File: src/inc/gpio_port_pkg.sv
/*
  Constants and carrier types for the 17-pin general purpose I/O port.
  Assumes AXI4-Lite register access with 32-bit data words; register
  indices are multiplied by four to form byte addresses.
*/
// How it works
// Low input register reads pins 15..0
// High input bit0 reads pin 16, rest zero
// Low output latch drives pins 15..0
// High output bit0 latch drives pin 16
// Output registers read latch, not pins
// Set-level strobe ones force latch bits high
// Low clear-level strobe ones clear low latch
// High clear-level bit0 clears pin 16 latch
// Zero bits in strobes change nothing
// Low direction latch enables pins 15..0 drivers
// High direction bit0 enables pin 16 driver
// Low direction-set ones set direction bits
// High direction-set bit0 enables pin 16
// Config: 15-bit field, bit15 zero, bit13 resets one
// Config resets to only bit 13 set
// Low direction-clear ones clear direction bits
// Driver off unless direction bit set
// Strobes read zero, act on write cycle
package gpio_port_pkg;

  // ******************************
  // Geometry
  // ******************************
  localparam int PIN_COUNT = 17;
  localparam int LOW_PINS  = 16;
  localparam int CFG_W     = 15;
  localparam int ADDR_W    = 18;

  // ******************************
  // Register indices (byte address = index * 4)
  // ******************************
  localparam logic [15:0] IDX_PIN_INPUT_HIGH      = 16'h4700;
  localparam logic [15:0] IDX_PIN_INPUT_LOW       = 16'h4702;
  localparam logic [15:0] IDX_OUTPUT_LEVEL_HIGH   = 16'h4704;
  localparam logic [15:0] IDX_OUTPUT_LEVEL_LOW    = 16'h4706;
  localparam logic [15:0] IDX_LEVEL_SET_HIGH      = 16'h4708;
  localparam logic [15:0] IDX_LEVEL_SET_LOW       = 16'h470A;
  localparam logic [15:0] IDX_LEVEL_CLEAR_HIGH    = 16'h470C;
  localparam logic [15:0] IDX_LEVEL_CLEAR_LOW     = 16'h470E;
  localparam logic [15:0] IDX_PIN_FUNCTION_CONFIG = 16'h4712;
  localparam logic [15:0] IDX_DIRECTION_HIGH      = 16'h4714;
  localparam logic [15:0] IDX_DIRECTION_LOW       = 16'h4716;
  localparam logic [15:0] IDX_DIRECTION_SET_HIGH  = 16'h4718;
  localparam logic [15:0] IDX_DIRECTION_SET_LOW   = 16'h471A;
  localparam logic [15:0] IDX_DIRECTION_CLEAR_LOW = 16'h471E;

  // ******************************
  // Reset values and bus answers
  // ******************************
  localparam logic [16:0] LEVEL_RESET = 17'h00000;
  localparam logic [16:0] DIR_RESET   = 17'h00000;
  localparam logic [14:0] CFG_RESET   = 15'h2000;
  localparam logic [1:0]  RESP_OKAY   = 2'h0;
  localparam logic [1:0]  RESP_SLVERR = 2'h2;

  // ******************************
  // Pin drive carrier
  // ******************************
  typedef struct packed {
    logic [16:0] level;
    logic [16:0] enable;
  } pin_drive_s;

endpackage

File: src/hdl/gpio_data_direction_port.sv
/*
  GPIO data and direction port: input sampling, output level latches
  with set/clear strobes, direction latches with set strobes and a clear strobe for pins 15..0 only, and
  the pin function configuration field, all behind an AXI4-Lite slave.
  Assumes pins are asynchronous to mclk and that pad logic resolves
  the wire level from pin_drive (level, enable).
  Assumes a master that holds each request until it is taken:
    write - address and data in either order; the latches change at
            the edge that raises bvalid, one edge after the later one
    read  - data are captured at the edge that takes the address
    pins  - an input register shows a pin change two edges late
  One write and one read at most are outstanding at a time.
  Alternate pin functions are left to logic outside this block.
*/
`timescale 1ns/10ps
`default_nettype none
module gpio_data_direction_port (
  input  wire logic                                mclk,
  input  wire logic                                reset,
  input  wire logic                                awvalid,
  output logic                                     awready,
  input  wire logic [gpio_port_pkg::ADDR_W-1:0]    awaddr,
  input  wire logic [2:0]                          awprot,
  input  wire logic                                wvalid,
  output logic                                     wready,
  input  wire logic [31:0]                         wdata,
  input  wire logic [3:0]                          wstrb,
  output logic                                     bvalid,
  input  wire logic                                bready,
  output logic [1:0]                               bresp,
  input  wire logic                                arvalid,
  output logic                                     arready,
  input  wire logic [gpio_port_pkg::ADDR_W-1:0]    araddr,
  input  wire logic [2:0]                          arprot,
  output logic                                     rvalid,
  input  wire logic                                rready,
  output logic [31:0]                              rdata,
  output logic [1:0]                               rresp,
  input  wire logic [gpio_port_pkg::PIN_COUNT-1:0] pin_in,
  output gpio_port_pkg::pin_drive_s                pin_drive,
  output logic [gpio_port_pkg::CFG_W-1:0]          pin_function_config
);
  import gpio_port_pkg::*;

  // ******************************
  // Pin input synchroniser
  // ******************************
  // Not reset: pins read the same in and out of reset, and two
  // reset edges flush any stale level before software can look.
  // A late settle in stage one costs a cycle of lag, never a glitch.
  logic [16:0] pin_meta_q;
  logic [16:0] pin_sync_q;

  // Two stages; only pin_sync_q is read by logic
  always_ff @(posedge mclk) begin
    pin_meta_q <= pin_in;
    pin_sync_q <= pin_meta_q;
  end

  // ******************************
  // Write channel state
  // ******************************
  // Held request and handshake flops
  logic              aw_full_q;
  logic              w_full_q;
  logic [ADDR_W-1:0] waddr_q;
  logic [31:0]       wdata_q;
  logic [3:0]        wstrb_q;
  logic              awready_q;
  logic              wready_q;
  logic              bvalid_q;
  logic [1:0]        bresp_q;

  // Handshake terms and next values
  logic aw_take;
  logic w_take;
  logic do_write;
  logic aw_full_d;
  logic w_full_d;
  logic bvalid_d;

  // Address and data are accepted in either order, then paired
  // The pair is applied one edge after both are held, so the
  // latches never act on half a request; the cost is one cycle
  // of write latency, hidden behind the response handshake
  assign aw_take   = awvalid & awready_q;
  assign w_take    = wvalid & wready_q;
  assign do_write  = aw_full_q & w_full_q;
  assign aw_full_d = (aw_full_q | aw_take) & ~do_write;
  assign w_full_d  = (w_full_q | w_take) & ~do_write;
  assign bvalid_d  = do_write | (bvalid_q & ~bready);

  // ******************************
  // Write decode
  // ******************************
  // Register selects, at most one high per applied write
  logic [15:0] widx;
  logic [15:0] wmask;
  logic [15:0] wval;
  logic        wr_in_hi;
  logic        wr_in_lo;
  logic        wr_out_hi;
  logic        wr_out_lo;
  logic        wr_set_hi;
  logic        wr_set_lo;
  logic        wr_clr_hi;
  logic        wr_clr_lo;
  logic        wr_cfg;
  logic        wr_dir_hi;
  logic        wr_dir_lo;
  logic        wr_dset_hi;
  logic        wr_dset_lo;
  logic        wr_dclr_lo;
  logic        wr_mapped;

  // Only the low two byte lanes carry register bits
  assign widx  = waddr_q[17:2];
  assign wmask = {{8{wstrb_q[1]}}, {8{wstrb_q[0]}}};
  assign wval  = wdata_q[15:0] & wmask;

  // Index compares gated by the applying pulse
  assign wr_in_hi   = do_write & (widx == IDX_PIN_INPUT_HIGH);
  assign wr_in_lo   = do_write & (widx == IDX_PIN_INPUT_LOW);
  assign wr_out_hi  = do_write & (widx == IDX_OUTPUT_LEVEL_HIGH);
  assign wr_out_lo  = do_write & (widx == IDX_OUTPUT_LEVEL_LOW);

  // Level strobes
  assign wr_set_hi  = do_write & (widx == IDX_LEVEL_SET_HIGH);
  assign wr_set_lo  = do_write & (widx == IDX_LEVEL_SET_LOW);
  assign wr_clr_hi  = do_write & (widx == IDX_LEVEL_CLEAR_HIGH);
  assign wr_clr_lo  = do_write & (widx == IDX_LEVEL_CLEAR_LOW);

  // Config, direction latches and direction strobes
  assign wr_cfg     = do_write & (widx == IDX_PIN_FUNCTION_CONFIG);
  assign wr_dir_hi  = do_write & (widx == IDX_DIRECTION_HIGH);
  assign wr_dir_lo  = do_write & (widx == IDX_DIRECTION_LOW);
  assign wr_dset_hi = do_write & (widx == IDX_DIRECTION_SET_HIGH);
  assign wr_dset_lo = do_write & (widx == IDX_DIRECTION_SET_LOW);
  assign wr_dclr_lo = do_write & (widx == IDX_DIRECTION_CLEAR_LOW);

  // Writes to the input registers are mapped but change nothing
  assign wr_mapped = wr_in_hi |
                     wr_in_lo |
                     wr_out_hi |
                     wr_out_lo |
                     wr_set_hi |
                     wr_set_lo |
                     wr_clr_hi |
                     wr_clr_lo |
                     wr_cfg |
                     wr_dir_hi |
                     wr_dir_lo |
                     wr_dset_hi |
                     wr_dset_lo |
                     wr_dclr_lo;

  // ******************************
  // Latch next values
  // ******************************
  // Latched state and next values
  pin_drive_s        pin_q;
  logic [CFG_W-1:0]  cfg_q;
  logic [16:0]       level_d;
  logic [16:0]       dir_d;
  logic [CFG_W-1:0]  cfg_d;

  // Merge terms for plain writes and strobes
  logic [16:0]       level_rw;
  logic [16:0]       dir_rw;
  logic [14:0]       cfg_rw;
  logic [16:0]       level_set;
  logic [16:0]       level_clr;
  logic [16:0]       dir_set;
  logic [16:0]       dir_clr;

  // Plain writes merge through the byte lanes
  assign level_rw[15:0] = wr_out_lo ? ((pin_q.level[15:0] & ~wmask) | wval)
                                    : pin_q.level[15:0];
  assign level_rw[16]   = (wr_out_hi & wstrb_q[0]) ? wdata_q[0]
                                                   : pin_q.level[16];
  assign dir_rw[15:0]   = wr_dir_lo ? ((pin_q.enable[15:0] & ~wmask) | wval)
                                    : pin_q.enable[15:0];
  assign dir_rw[16]     = (wr_dir_hi & wstrb_q[0]) ? wdata_q[0]
                                                   : pin_q.enable[16];
  assign cfg_rw = wr_cfg ? ((cfg_q & ~wmask[14:0]) | wval[14:0]) : cfg_q;

  // Strobes act only where a one was written
  assign level_set = {wr_set_hi & wval[0], wr_set_lo ? wval : 16'h0000};
  assign level_clr = {wr_clr_hi & wval[0], wr_clr_lo ? wval : 16'h0000};
  assign dir_set   = {wr_dset_hi & wval[0], wr_dset_lo ? wval : 16'h0000};
  assign dir_clr   = {1'b0, wr_dclr_lo ? wval : 16'h0000};

  // Set before clear; one write reaches one register only, so
  // no single write can both set and clear the same bit
  assign level_d = (level_rw | level_set) & ~level_clr;
  assign dir_d   = (dir_rw | dir_set) & ~dir_clr;
  assign cfg_d   = cfg_rw;

  // Latches feed the pads directly so the strobe lands this edge
  // Synchronous reset only: every reset value is a constant
  always_ff @(posedge mclk) begin
    if (reset) begin
      pin_q.level  <= LEVEL_RESET;
      pin_q.enable <= DIR_RESET;
    end else begin
      pin_q.level  <= level_d;
      pin_q.enable <= dir_d;
    end
  end

  // Config is only stored and exported; pin functions are not applied
  always_ff @(posedge mclk) begin
    if (reset) begin
      cfg_q <= CFG_RESET;
    end else begin
      cfg_q <= cfg_d;
    end
  end

  // ******************************
  // Write channel handshake
  // ******************************
  // Channels stall while a response is pending, one write at a time
  always_ff @(posedge mclk) begin
    if (reset) begin
      aw_full_q <= 1'b0;
      w_full_q  <= 1'b0;
      awready_q <= 1'b0;
      wready_q  <= 1'b0;
      bvalid_q  <= 1'b0;
    end else begin
      aw_full_q <= aw_full_d;
      w_full_q  <= w_full_d;
      awready_q <= ~aw_full_d & ~bvalid_d;
      wready_q  <= ~w_full_d & ~bvalid_d;
      bvalid_q  <= bvalid_d;
    end
  end

  // Address held from its handshake until the pair is applied
  always_ff @(posedge mclk) begin
    if (reset) begin
      waddr_q <= '0;
    end else if (aw_take) begin
      waddr_q <= awaddr;
    end
  end

  // Data and lane strobes held the same way
  always_ff @(posedge mclk) begin
    if (reset) begin
      wdata_q <= 32'h00000000;
      wstrb_q <= 4'h0;
    end else if (w_take) begin
      wdata_q <= wdata;
      wstrb_q <= wstrb;
    end
  end

  // Response code fixed at the applying edge; unmapped gets an error
  always_ff @(posedge mclk) begin
    if (reset) begin
      bresp_q <= RESP_OKAY;
    end else if (do_write) begin
      bresp_q <= wr_mapped ? RESP_OKAY : RESP_SLVERR;
    end
  end

  // ******************************
  // Read decode
  // ******************************
  // Read selects, decoded from araddr held with arvalid
  logic [15:0] ridx;
  logic        rd_in_hi;
  logic        rd_in_lo;
  logic        rd_out_hi;
  logic        rd_out_lo;
  logic        rd_cfg;
  logic        rd_dir_hi;
  logic        rd_dir_lo;
  logic        rd_strobe;
  logic        rd_mapped;
  logic [15:0] rd_word;

  assign ridx      = araddr[17:2];
  // One compare per readable register
  assign rd_in_hi  = (ridx == IDX_PIN_INPUT_HIGH);
  assign rd_in_lo  = (ridx == IDX_PIN_INPUT_LOW);
  assign rd_out_hi = (ridx == IDX_OUTPUT_LEVEL_HIGH);
  assign rd_out_lo = (ridx == IDX_OUTPUT_LEVEL_LOW);
  assign rd_cfg    = (ridx == IDX_PIN_FUNCTION_CONFIG);
  assign rd_dir_hi = (ridx == IDX_DIRECTION_HIGH);
  assign rd_dir_lo = (ridx == IDX_DIRECTION_LOW);

  // Strobe registers are write-only and answer zero
  assign rd_strobe = (ridx == IDX_LEVEL_SET_HIGH) | (ridx == IDX_LEVEL_SET_LOW) |
                     (ridx == IDX_LEVEL_CLEAR_HIGH) | (ridx == IDX_LEVEL_CLEAR_LOW) |
                     (ridx == IDX_DIRECTION_SET_HIGH) |
                     (ridx == IDX_DIRECTION_SET_LOW) |
                     (ridx == IDX_DIRECTION_CLEAR_LOW);
  assign rd_mapped = rd_in_hi |
                     rd_in_lo |
                     rd_out_hi |
                     rd_out_lo |
                     rd_cfg |
                     rd_dir_hi |
                     rd_dir_lo |
                     rd_strobe;

  // Output registers show the latch, which may differ from the pad
  // Unused bits are forced low so no stale state is exposed
  assign rd_word = ({16{rd_in_lo}}  & pin_sync_q[15:0])
                 | ({16{rd_in_hi}}  & {15'h0000, pin_sync_q[16]})
                 | ({16{rd_out_lo}} & pin_q.level[15:0])
                 | ({16{rd_out_hi}} & {15'h0000, pin_q.level[16]})
                 | ({16{rd_dir_lo}} & pin_q.enable[15:0])
                 | ({16{rd_dir_hi}} & {15'h0000, pin_q.enable[16]})
                 | ({16{rd_cfg}}    & {1'b0, cfg_q});

  // ******************************
  // Read channel handshake
  // ******************************
  // Read response flops
  logic        arready_q;
  logic        rvalid_q;
  logic [31:0] rdata_q;
  logic [1:0]  rresp_q;
  logic        ar_take;
  logic        rvalid_d;

  assign ar_take  = arvalid & arready_q;
  assign rvalid_d = ar_take | (rvalid_q & ~rready);

  // arready falls while rvalid waits, so one read at most is open
  always_ff @(posedge mclk) begin
    if (reset) begin
      arready_q <= 1'b0;
      rvalid_q  <= 1'b0;
    end else begin
      arready_q <= ~rvalid_d;
      rvalid_q  <= rvalid_d;
    end
  end

  // Data captured at the address edge; saves a wait state per read
  always_ff @(posedge mclk) begin
    if (reset) begin
      rdata_q <= 32'h00000000;
      rresp_q <= RESP_OKAY;
    end else if (ar_take) begin
      rdata_q <= {16'h0000, rd_word};
      rresp_q <= rd_mapped ? RESP_OKAY : RESP_SLVERR;
    end
  end

  // ******************************
  // Outputs
  // ******************************
  // Every output is a flop, so the bus and pads see no decode glitch
  // and the checker can sample them at any edge
  assign awready             = awready_q;
  assign wready              = wready_q;
  assign bvalid              = bvalid_q;
  assign bresp               = bresp_q;
  assign arready             = arready_q;
  assign rvalid              = rvalid_q;
  assign rdata               = rdata_q;
  assign rresp               = rresp_q;
  assign pin_drive           = pin_q;
  assign pin_function_config = cfg_q;

endmodule // gpio_data_direction_port
`default_nettype wire

File: config.mk
export PLATFORM = sky130hd
export DESIGN_NAME = gpio_data_direction_port
export DESIGN_NICKNAME = d
export VERILOG_FILES = /design/src/inc/gpio_port_pkg.sv /design/src/hdl/gpio_data_direction_port.sv
export SDC_FILE = /design/constraint.sdc
export NUM_CORES = 1
export LEC_CHECK = 0
export ABC_AREA = 0
export BUFFER_PORTS_ARGS = -buffer_cell sky130_fd_sc_hd__clkbuf_2
export CAP_MARGIN = 20
export CORE_MARGIN = 4
export CORE_UTILIZATION = 45
export DETAILED_ROUTE_END_ITERATION = 16
export GPL_ROUTABILITY_DRIVEN = 0
export HOLD_SLACK_MARGIN = 0.05
export PLACE_DENSITY = 0.75
export SETUP_SLACK_MARGIN = 0.02
export SKIP_CTS_REPAIR_TIMING = 1
export SYNTH_ARGS = -nofsm -noshare
export SYNTH_HDL_FRONTEND = slang
export SYNTH_SLANG_ARGS = --single-unit
export TNS_END_PERCENT = 20
File: constraint.sdc
create_clock -name mclk -period 2.1 [get_ports mclk]
set_input_delay 0 -clock mclk [delete_from_list [all_inputs] [get_ports mclk]]
set_output_delay 0 -clock mclk [all_outputs]
set_load 0.05 [all_outputs]
==> run metrics <==
max incr delay on CP approximately 0.58 ns; most frequent cells in the layout clkbuf_2, dfxtp_1, a21oi_1, nand2_1, nand3_1; fin crit period 2.172 ns; CTS tree yes; Wirelength per Cell approximately 17 um; initial antenna violation count 0; cell area after synthesis approximately 0.0058 mm2; vias in the first global route 5088; Tot GR Track Use 0.2225; Final nets between 900 and 1000; FP Rows just over 40; global-route wire length before repair ~26 mm; post-DP HPWL approximately 12 mm; Die ar. ~0.015 mm2; fraction of layout cells with a size suffix above 1 0.2808; number of synthesis warnings 0; CTS sink cnt ~140; Hold Fails Final Rpt 0; most common cell after layout, fill and taps aside clkbuf_2; port bufs 145; sequential element share of the synthesized area 0.4928; CTS buffer count 17; busiest grt layer met2; Clock Latency Late Sink about 0.42 ns; Avg Synthesized Cell Area about 8.9 um2; final worst setup slack -0.07169 ns; core area between 0.01 and 0.015 mm2; Cell Count, Final, Fillers Out 1042; total power draw between 6 and 7 mW; Iteration-0 DRC Markers between 400 and 500; Fmax 460.5 MHz; status finished with violations; Slew Viols, Final 0; GR Layer Usage met2 0.3592; final-report setup violation count 1; total global routing overflow 0; relative slew slack 0.5418; Setup crit end kind flop; TNS Setup -0.07169 ns; fillers between 1000 and 1500; worst hold slack between 0.1 and 0.15 ns; Area Growth Syn to Fin 38.94%; Die Height 121.2 um; Hold Path Class in2reg; worst-path maximum fanout 52; pre-CTS setup slack 0.02212 ns; post-synthesis register bit count between 100 and 150; DR pass1 iterations 6; antenna-violating nets left 0; worst path cell trace or4bb_1 -> or4_4 -> buf_12 -> o31ai_1 -> a21oi_1; final worst-path cycle share 1.034; Initial Util 0.4589; met3 GRT Util 0.06014; root buffer cell clkbuf_16; Die X around 120 um; Critical Path RT between 2 and 2.5 ns; final WL between 15 and 20 mm; Final Util 0.6376; post-synthesis async set-or-reset flop share 0; crit path kind reg2reg; number of synthesized flops with an enable pin 0; RSZ-0062 raised after global routing yes; IO Count roughly 190; met1 Use GR 0.2864; max-cap viol count 0; routed vias 5561; slowest CP cell or4_4; Peak VDD IR between 0.0004 and 0.0005 V; leakage 3.136 nW; post-synth cell types 43; predominant post-synthesis flop cell dfxtp_1; routed vias/inst roughly 5.3; clk slew on worst S/H paths 0.06 ns; Synth Instances roughly 650; # H-tree levels 4; # DRC 0; Arr. time, crit path 2.46 ns; Clock Skews ~0.012 ns; final instance area ~0.0080 mm2; clock buffer depth 2; pin count of the biggest net entering global routing 53; failing checks negative setup slack; post-placement cell count ~950; pwr dens between 800 and 900 mW/mm2; worst-margin pin slew slightly below 0.7 ns; placed inst area slightly below 0.007 mm2; startpoint types flop
-- path summary, 6_finish.rpt --
path	start	endpoint	slack (ns)	depth (start not counted)
max	waddr_q[13]$_SDFFE_PP0P_	pin_drive[13]$_SDFF_PP0_	-0.07	5
min	araddr[17]	rresp[1]$_SDFFE_PP0P_	0.12	4
max reg2reg	waddr_q[13]$_SDFFE_PP0P_	pin_drive[13]$_SDFF_PP0_	-0.07	5
min reg2reg	pin_meta_q[10]$_DFF_P_	pin_sync_q[10]$_DFF_P_	0.32	0
-- critical path: cells and delay by family, from the launching register on --
kind / cells / cell delay (ns)
AOI/OAI and AO/OA: 2 / 0.40
buffers and inverters: 1 / 0.21
DFF: 1 / 0.31
and+or+nand+nor: 2 / 1.10
-- Yosys cell counts (all sizes together), types with 3 or more instances --
cell / n / area (um2)
nor2b: 6 / 37.54
nand4b: 3 / 26.28
o21ai: 48 / 240.2
and2: 3 / 18.77
buf: 31 / 212.7
mux2: 4 / 45.04
o31ai: 32 / 240.2
nand3: 63 / 315.3
inv: 17 / 63.81
dfxtp: 142 / 2843
or3: 3 / 18.77
nor4: 5 / 37.53
mux4: 15 / 337.8
clkbuf: 32 / 120.1
nand3b: 3 / 22.52
nor3: 5 / 25.02
nand2: 95 / 356.6
a21oi: 99 / 495.5
nor2: 13 / 48.80
or4: 3 / 22.52
nand4: 6 / 37.54
-- metal layers --
metal / vias to the layer above / part of all wire
met4: 0 / 0.022
met5: - / 0
met2: 248 / 0.49
li1: 2705 / -
met3: 32 / 0.070
met1: 2576 / 0.42
-- logic make-up (layout without fill, tap and decap cells) --
kind of cell           Yosys count  in the layout  synth area share
other                            1             19         0.0006501
multiplexers                    19             19           0.06638
flip-flops                     142            142            0.4928
AND/OR/NAND/NOR                220            220            0.1883
AO/OA/AOI/OAI                  186            186            0.1794
XOR/XNOR                         2              2          0.003037
buffers and inverters           81            282           0.06941
-- power by group --
part / switching [mW] / internal, mW
Clock: 1.16 / 2.21
Sequential: 0.0574 / 2.77
Combinational: 0.329 / 0.235
-- final cells by class --
class	count	area (um2)	share of cell area
Timing Repair Buffer	232	1569	0.1958
Inverter	18	67.56	0.008431
Antenna cell	1	2.502	0.0003123
Tap cell	172	215.2	0.02685
Clock buffer	20	466.7	0.05824
Sequential cell	142	2845	0.3550
Multi-Input combinational cell	445	2644	0.3299
Clock inverter	12	203.9	0.02545
Power figures use the tool's default switching activity.
